`src/hdl/pfbp_pkg.sv`:
```
// Package with constants and types for the fetch-ahead unit.
// Behaviour
// - Eight-entry FIFO holds instruction and address.
// - One instruction leaves per transfer, in order.
// - Own program counter drives fetch address.
// - Predict only while enable bit is one.
// - Prediction uses encoding only, no history.
// - Link-branch predicted only when condition always.
// - Prefetch-aborted instruction is never predicted.
// - Condition 1111 or non-branch passes unchanged.
// - Always-condition branch is predicted taken.
// - Backward taken, forward not taken otherwise.
// - Predicted link-branch emits register move first.
// - Save fall-through or target as recovery address.
// - Check flags; on error refetch and cancel.
// - Disabling prediction keeps launched speculation running.
// - Barrier operation flushes the prefetch buffer.
package pfbp_pkg;
    localparam int DEPTH = 8;
    localparam int PTR_W = 3;
    localparam logic [31:0] RESET_PC = 32'h0000_0000;
    localparam logic [3:0] COND_ALWAYS = 4'hE;
    localparam logic [3:0] COND_NEVER = 4'hF;
    localparam logic [2:0] BRANCH_CLASS = 3'h5;
    localparam logic [3:0] LINK_CLASS = 4'hB;
    localparam logic [31:0] WORD_STEP = 32'h0000_0004;
    localparam logic [31:0] PIPE_AHEAD = 32'h0000_0008;
    localparam int PRED_EN_BIT = 11;
    // Register-move op: copy return address into link register.
    localparam logic [31:0] LINK_MOVE_OP = 32'hE1A0_E00F;
    localparam logic [31:0] PLAIN_BRANCH_MASK = 32'hFEFF_FFFF;
    typedef enum logic [1:0] {PFBP_IDLE, PFBP_PENDING} pfbp_spec_t;
endpackage

```
`src/hdl/pfbp_fifo_if.sv`:
```
// Interface carrying the buffer write and read sides.
`timescale 1ns/1ps
interface pfbp_fifo_if;
    logic wr_en;
    logic [64:0] wr_data;
    logic rd_en;
    logic [64:0] rd_data;
    logic [3:0] count;
    logic flush;
    modport ctrl (output wr_en, output wr_data, output rd_en, output flush,
        input rd_data, input count);
    modport mem (input wr_en, input wr_data, input rd_en, input flush,
        output rd_data, output count);
endinterface

```
`src/hdl/pfbp_fifo.sv`:
```
// Instruction and address FIFO of the fetch-ahead unit.
`timescale 1ns/1ps
module pfbp_fifo #(
    parameter int DEPTH = pfbp_pkg::DEPTH
) (
    input wire logic clk,
    input wire logic rst,
    pfbp_fifo_if.mem f
);
    // Each entry holds the abort flag, the instruction and its address.
    logic [64:0] mem_r [DEPTH];
    logic [2:0] wp_r;
    logic [2:0] rp_r;
    logic [3:0] cnt_r;
    wire do_wr = f.wr_en && (cnt_r < 4'(DEPTH));
    wire do_rd = f.rd_en && (cnt_r != 4'h0);
    assign f.rd_data = mem_r[rp_r];
    assign f.count = cnt_r;
    always_ff @(posedge clk) begin
        if (do_wr) begin
            mem_r[wp_r] <= f.wr_data;
        end
    end
    always_ff @(posedge clk) begin
        if (rst || f.flush) begin
            wp_r <= 3'h0;
            rp_r <= 3'h0;
            cnt_r <= 4'h0;
        end else begin
            wp_r <= wp_r + 3'(do_wr);
            rp_r <= rp_r + 3'(do_rd);
            cnt_r <= cnt_r + 4'(do_wr) - 4'(do_rd);
        end
    end
endmodule

```
`src/hdl/pfbp_top.sv`:
```
// Fetch-ahead unit: program counter, buffer, static predictor, recovery.
`timescale 1ns/1ps
module pfbp_top (
    // Clock and reset
    input wire logic REF_CLK_I,
    input wire logic RST_I,
    // Control
    input wire logic [31:0] SYS_CTRL_I,
    input wire logic BARRIER_I,
    // Instruction memory
    output logic [31:0] FETCH_ADDR_O,
    output logic FETCH_REQ_O,
    input wire logic FETCH_VALID_I,
    input wire logic [31:0] FETCH_DATA_I,
    input wire logic FETCH_ABORT_I,
    // Core side
    output logic CORE_VALID_O,
    output logic [31:0] CORE_INSTR_O,
    output logic [31:0] CORE_ADDR_O,
    output logic CORE_ABORT_O,
    input wire logic CORE_READY_I,
    // Prediction resolution from core condition codes
    input wire logic RESOLVE_I,
    input wire logic COND_PASS_I,
    output logic CANCEL_O
);
    pfbp_fifo_if fif ();
    pfbp_fifo u_fifo (.clk(REF_CLK_I), .rst(RST_I), .f(fif));

    logic [31:0] pc_r;
    logic [31:0] pc_nxt;
    logic req_r;
    logic [31:0] alt_r;
    logic pred_taken_r;
    pfbp_pkg::pfbp_spec_t spec_r;
    logic link_pend_r;
    logic [31:0] out_i_r;
    logic [31:0] out_a_r;
    logic out_ab_r;
    logic out_v_r;
    logic cancel_r;

    wire [31:0] in_instr = FETCH_DATA_I;
    wire [3:0] in_cond = in_instr[31:28];
    // Offset is word-scaled and signed; target seen from the pipeline.
    wire [31:0] in_target = pc_r + pfbp_pkg::PIPE_AHEAD
        + {{6{in_instr[23]}}, in_instr[23:0], 2'b00};
    wire [31:0] fall_thru = pc_r + pfbp_pkg::WORD_STEP;
    wire pred_on = SYS_CTRL_I[pfbp_pkg::PRED_EN_BIT];
    wire is_branch = (in_instr[27:25] == pfbp_pkg::BRANCH_CLASS)
        && (in_cond != pfbp_pkg::COND_NEVER);
    wire is_link = in_instr[27:24] == pfbp_pkg::LINK_CLASS;
    // The refetched word after a split is judged as a plain branch.
    wire is_link_eff = is_link && !link_pend_r;
    wire is_always = in_cond == pfbp_pkg::COND_ALWAYS;
    wire eligible = FETCH_VALID_I && pred_on && !FETCH_ABORT_I && is_branch
        && !(is_link && !is_always) && (spec_r == pfbp_pkg::PFBP_IDLE);
    wire take = is_always || (!in_instr[24] && in_instr[23]);
    wire space = fif.count < 4'(pfbp_pkg::DEPTH - 1);
    wire mispred = RESOLVE_I && (spec_r == pfbp_pkg::PFBP_PENDING)
        && (COND_PASS_I != pred_taken_r);
    wire flush = mispred || BARRIER_I;
    wire pop = (!out_v_r || CORE_READY_I) && (fif.count != 4'h0) && !flush;
    wire accept = FETCH_VALID_I && req_r && !flush;
    // Predicted link: the move goes in now, the plain branch is refetched and predicted at the next accepted fetch.
    wire split = accept && eligible && is_link_eff;
    wire pred_now = accept && eligible && !is_link_eff;
    wire [31:0] plain_branch = in_instr & pfbp_pkg::PLAIN_BRANCH_MASK;

    // link part as register move
    // Predicted plain branches are removed from the core's stream.
    assign fif.wr_en = accept && !pred_now;
    assign fif.wr_data = split ? {1'b0, pfbp_pkg::LINK_MOVE_OP, pc_r}
        : {FETCH_ABORT_I, in_instr, pc_r};
    assign fif.rd_en = pop;
    assign fif.flush = flush;

    always_comb begin
        pc_nxt = pc_r;
        if (mispred) begin
            pc_nxt = alt_r;
        end else if (BARRIER_I) begin
            pc_nxt = pc_r;
        end else if (pred_now) begin
            pc_nxt = take ? in_target : fall_thru;
        end else if (accept && !split) begin
            pc_nxt = fall_thru;
        end
    end

    always_ff @(posedge REF_CLK_I) begin
        if (RST_I) begin
            pc_r <= pfbp_pkg::RESET_PC;
            req_r <= 1'b0;
        end else begin
            pc_r <= pc_nxt;
            req_r <= space && !flush;
        end
    end

    // Plain-branch half of a split link branch is re-evaluated from memory data.
    always_ff @(posedge REF_CLK_I) begin
        if (RST_I || flush) begin
            link_pend_r <= 1'b0;
        end else begin
            // Held until the branch half is taken, so a stall cannot split twice.
            link_pend_r <= split || (link_pend_r && !accept);
        end
    end

    always_ff @(posedge REF_CLK_I) begin
        if (RST_I) begin
            spec_r <= pfbp_pkg::PFBP_IDLE;
            alt_r <= pfbp_pkg::RESET_PC;
            pred_taken_r <= 1'b0;
        end else if (flush || RESOLVE_I) begin
            spec_r <= pfbp_pkg::PFBP_IDLE;
        end else if (pred_now && !is_always) begin
            spec_r <= pfbp_pkg::PFBP_PENDING;
            alt_r <= take ? fall_thru : in_target;
            pred_taken_r <= take;
        end
    end

    always_ff @(posedge REF_CLK_I) begin
        if (RST_I || flush) begin
            out_v_r <= 1'b0;
            out_i_r <= 32'h0000_0000;
            out_a_r <= 32'h0000_0000;
            out_ab_r <= 1'b0;
        end else if (pop) begin
            out_v_r <= 1'b1;
            out_i_r <= fif.rd_data[63:32];
            out_a_r <= fif.rd_data[31:0];
            out_ab_r <= fif.rd_data[64];
        end else if (CORE_READY_I) begin
            out_v_r <= 1'b0;
        end
    end

    always_ff @(posedge REF_CLK_I) begin
        if (RST_I) begin
            cancel_r <= 1'b0;
        end else begin
            cancel_r <= mispred;
        end
    end

    assign FETCH_ADDR_O = pc_r;
    assign FETCH_REQ_O = req_r;
    assign CORE_VALID_O = out_v_r;
    assign CORE_INSTR_O = out_i_r;
    assign CORE_ADDR_O = out_a_r;
    assign CORE_ABORT_O = out_ab_r;
    assign CANCEL_O = cancel_r;
    wire unused_ok = &{1'b0, plain_branch};
endmodule

```
`config.mk`:
```
export PLATFORM = sky130hd
export DESIGN_NAME = pfbp_top
export DESIGN_NICKNAME = d
export VERILOG_FILES = /design/src/hdl/pfbp_pkg.sv /design/src/hdl/pfbp_fifo_if.sv /design/src/hdl/pfbp_fifo.sv /design/src/hdl/pfbp_top.sv
export SDC_FILE = /design/constraint.sdc
export NUM_CORES = 1
export LEC_CHECK = 0
export BUFFER_PORTS_ARGS = -buffer_cell sky130_fd_sc_hd__buf_2
export CORE_MARGIN = 10
export CORE_UTILIZATION = 50
export DETAILED_ROUTE_END_ITERATION = 8
export MAX_ROUTING_LAYER = met4
export PLACE_DENSITY = 0.68
export RECOVER_POWER = 50
export SETUP_SLACK_MARGIN = 0.1
export SLEW_MARGIN = 5
export SYNTH_ARGS = -nofsm -noshare
export SYNTH_HDL_FRONTEND = slang
export SYNTH_SLANG_ARGS = --single-unit
```
`constraint.sdc`:
```
create_clock -name REF_CLK_I -period 8.3 [get_ports REF_CLK_I]
set_input_delay 1.245 -clock REF_CLK_I [delete_from_list [all_inputs] [get_ports REF_CLK_I]]
set_output_delay 1.245 -clock REF_CLK_I [all_outputs]
set_load 0.05 [all_outputs]
```
==> results_dict.tcl <==
set metrics [dict create \
    period_minus_slack_ps 5990 \
    hpwl_um 40400 \
    worstPathRequired_ps 8790 \
    postCtsSetupRepairBufs 0 \
    gp_congestion 0.899 \
    clockBufferDepth 3 \
    seq_power_share_pct 48.8 \
    clk_pin_slew_ps 60 \
    crit_path_max_fanout 79 \
    dieArea_sq_um 66300 \
    cts_made_buffers 68 \
    critPathTopFamily "buffers and inverters" \
    critPathLaunchType "input pin" \
    io_pins 172 \
    yosysSeqAreaShare_pct 65.6 \
    rows 87 \
    cp_slowest_cell "clkbuf_1" \
    pwr-share-clk_pct 38.8 \
    yosysMostFrequentCell "edfxtp_1" \
    fp.coreArea_sq_um 56200 \
    critPathKind "in2reg" \
    swShare_pct 25.3 \
    cts-root-buf "clkbuf_16" \
    drtAntennaViolNets 0 \
    violations "max-capacitance violations, max-slew violations" \
    drive_gt1_share_pct 16.0 \
    netlist_top_cells_count "520 x edfxtp_1, 145 x dfxtp_1, 131 x nor2_1" \
    worst-r2r-setup-slack_ps 2710 \
    drt-pass1-iter-count 6 \
    cap_violations 3 \
    ys_top_cells_by_area "edfxtp_1 55%, mux4_2 10%, dfxtp_1 10%, ha_1 3.0%, mux2i_1 2.3%" \
    wl_per_cell_um 24.2 \
    drt_first_iter_violations 1660 \
    ys_seq_elements 665 \
    path_cells "buf_2, xor2_1, and3_1, clkbuf_1, nor4b_1, clkbuf_1, buf_4, ha_1, ha_1, and2_1" \
    antenna_found_initial 3 \
    fin_nets 2075 \
    synth_cells 1833 \
    synth_fp_nets 1975 \
    rsz0062_at_grt "false" \
    hp-class "reg2reg" \
    power_density_nw_per_um2 242 \
    synth.distinct_cells 85 \
    vias 16300 \
    clock_sinks 665 \
    cellLeakagePower_nw 10.6 \
    final.setup_skew_ps 19.5 \
    synth_top_area_share_pct 55.3 \
    syn2layout_area_growth_pct 11.3 \
    fp.dieH_um 258 \
    async_flop_share_pct 0 \
    yosysWarnings 0 \
    max-slew-margin-rel_pct -57.5 \
    vias_per_cell 5.93 \
    status "finished, violations left" \
    hold_buffers 0 \
    path_buf_inv 4 \
    hold_viol 0 \
    p_int_mw 5.69 \
    crit_arrival_ps 6480 \
    cts_tree "built" \
    clock_latency_ps 600 \
    ir_drop_v 0.000142 \
    fin_setup_tns_ps 0 \
    yosys.area.top_type "edfxtp_1" \
    cp-end-kind "flip-flop" \
    port_buffers 140 \
    synth_flop_cell "edfxtp_1" \
    finalSetupViolations 0 \
    worst_pin_slew_ps 2360 \
    gr-total-overflow 0 \
    cpPeakStageDelay_ps 1680 \
    netlist_area_sq_um 28200 \
    fmax_mhz 167 \
    grt_pass1_wl_um 100000 \
    maxSlewViolCount 134 \
    ctsResizeCount 0 \
    synth_edf_count 520 \
    drt_wl_total_um 66500 \
    syn-mean-instance-area_sq_um 15.4 \
    p_comb_share_pct 12.4 \
    die_x_um 258 \
    p_switching_mw 1.92 \
    layout_worst_path_cycle_share_pct 72.2 \
    track_usage_pct 20.4 \
    start_util_pct 50.2 \
    drcViolationCount 0 \
    grt_max_degree 95 \
    htree_levels 3 \
    hold_ws_ps 425 \
    grt_pass1_vias 16300 \
]
[metal layers]
metal | wire (um) | track usage, % | up-vias | share of wire, %
li1 | - | - | 7346 | -
met1 | 27600 | 26.6 | 8245 | 41
met2 | 32200 | 32.0 | 604 | 48
met3 | 5080 | 3.75 | 95 | 7.6
met4 | 1750 | 7.24 | 0 | 2.6
met5 | 0 | - | - | 0
[final timing paths]
kind	to	from	depth (start not counted)
worst max-delay path	u_fifo.rp_r[1]$_SDFF_PP0_	COND_PASS_I	10
worst min-delay path	FETCH_REQ_O$_SDFF_PP0_	u_fifo.f.count[3]$_SDFF_PP0_	1
worst max register to register	u_fifo.rp_r[1]$_SDFF_PP0_	pred_taken_r$_SDFFE_PP0P_	9
worst min register to register	FETCH_REQ_O$_SDFF_PP0_	u_fifo.f.count[3]$_SDFF_PP0_	1
[cell type report]
cell class	instances	area [sq um]
inverter	23	86.3
clock buffer	87	1890
timing repair buffer	172	782
antenna	3	7.51
multi-input combinational	1003	8900
fill	4432	24800
tap	756	946
sequential	665	18500
clock inverter	36	273
[per-stage QoR]
stage | instance area (sq um) | instances | setup WS [ps] | util, % | total power, mW
finish | 31400 | 2745 | 2310 | 55.9 | 7.61
detailed placement | 29400 | 2619 | 3290 | 52.4 | 4.75
floorplan | 28200 | 1833 | 976 | - | 4.52
global route | 31400 | 2744 | 1920 | 55.9 | 7.89
global placement | 29400 | 2619 | 3350 | 52.4 | 4.73
CTS | 31600 | 2742 | 3910 | 56.3 | 7.69
[registers in the layout, indices dropped and copies added, names as in the netlist, 3 cells and up]
signal          flops
CORE_ADDR_O        32
alt_r              32
u_fifo.wp_r         3
u_fifo.f.count      4
u_fifo.rp_r         3
FETCH_ADDR_O       32
CORE_INSTR_O       32
u_fifo.mem_r      520
[power groups by stage]
stage / registers, mW / logic [mW] / clock network [mW]
after floorplan: 3.96 / 0.559 / 0
after global placement: 3.78 / 0.949 / 0
after detailed placement: 3.78 / 0.970 / 0
after CTS: 3.71 / 0.973 / 3.00
after global routing: 3.72 / 1.03 / 3.14
final: 3.71 / 0.942 / 2.95
[layout by cell type (no fill, tap or decap), drive strengths merged, types with 7 or more instances in the layout]
cell type / Yosys / layout
mux4: 130 / 130
a31oi: 11 / 11
clkbuf: 84 / 204
edfxtp: 520 / 520
a21o: 11 / 11
mux2i: 66 / 66
and3: 11 / 11
o21ai: 34 / 34
or2: 10 / 10
dfxtp: 145 / 145
or3: 7 / 7
o211ai: 25 / 25
buf: 57 / 55
a22oi: 18 / 18
nand2: 92 / 92
a211oi: 76 / 76
nor2: 131 / 131
nor2b: 19 / 19
clkinv: 1 / 32
xnor2: 33 / 33
nand3: 33 / 33
xor2: 19 / 19
nor3: 23 / 23
nand2b: 13 / 13
and2: 10 / 10
inv: 22 / 23
ha: 68 / 68
a21oi: 84 / 84
[kinds of logic after synthesis]
| kind of cell | after synthesis | synth area share, % |
|---|---|---|
| AO/OA/AOI/OAI | 313 | 7.59 |
| XOR/XNOR | 52 | 1.61 |
| adder cells (fa/ha/maj) | 70 | 3.16 |
| buffers and inverters | 165 | 3.04 |
| flip-flops | 665 | 65.6 |
| multiplexers | 196 | 12.7 |
| AND/OR/NAND/NOR | 372 | 6.27 |
(Power assumes the default switching activity.)
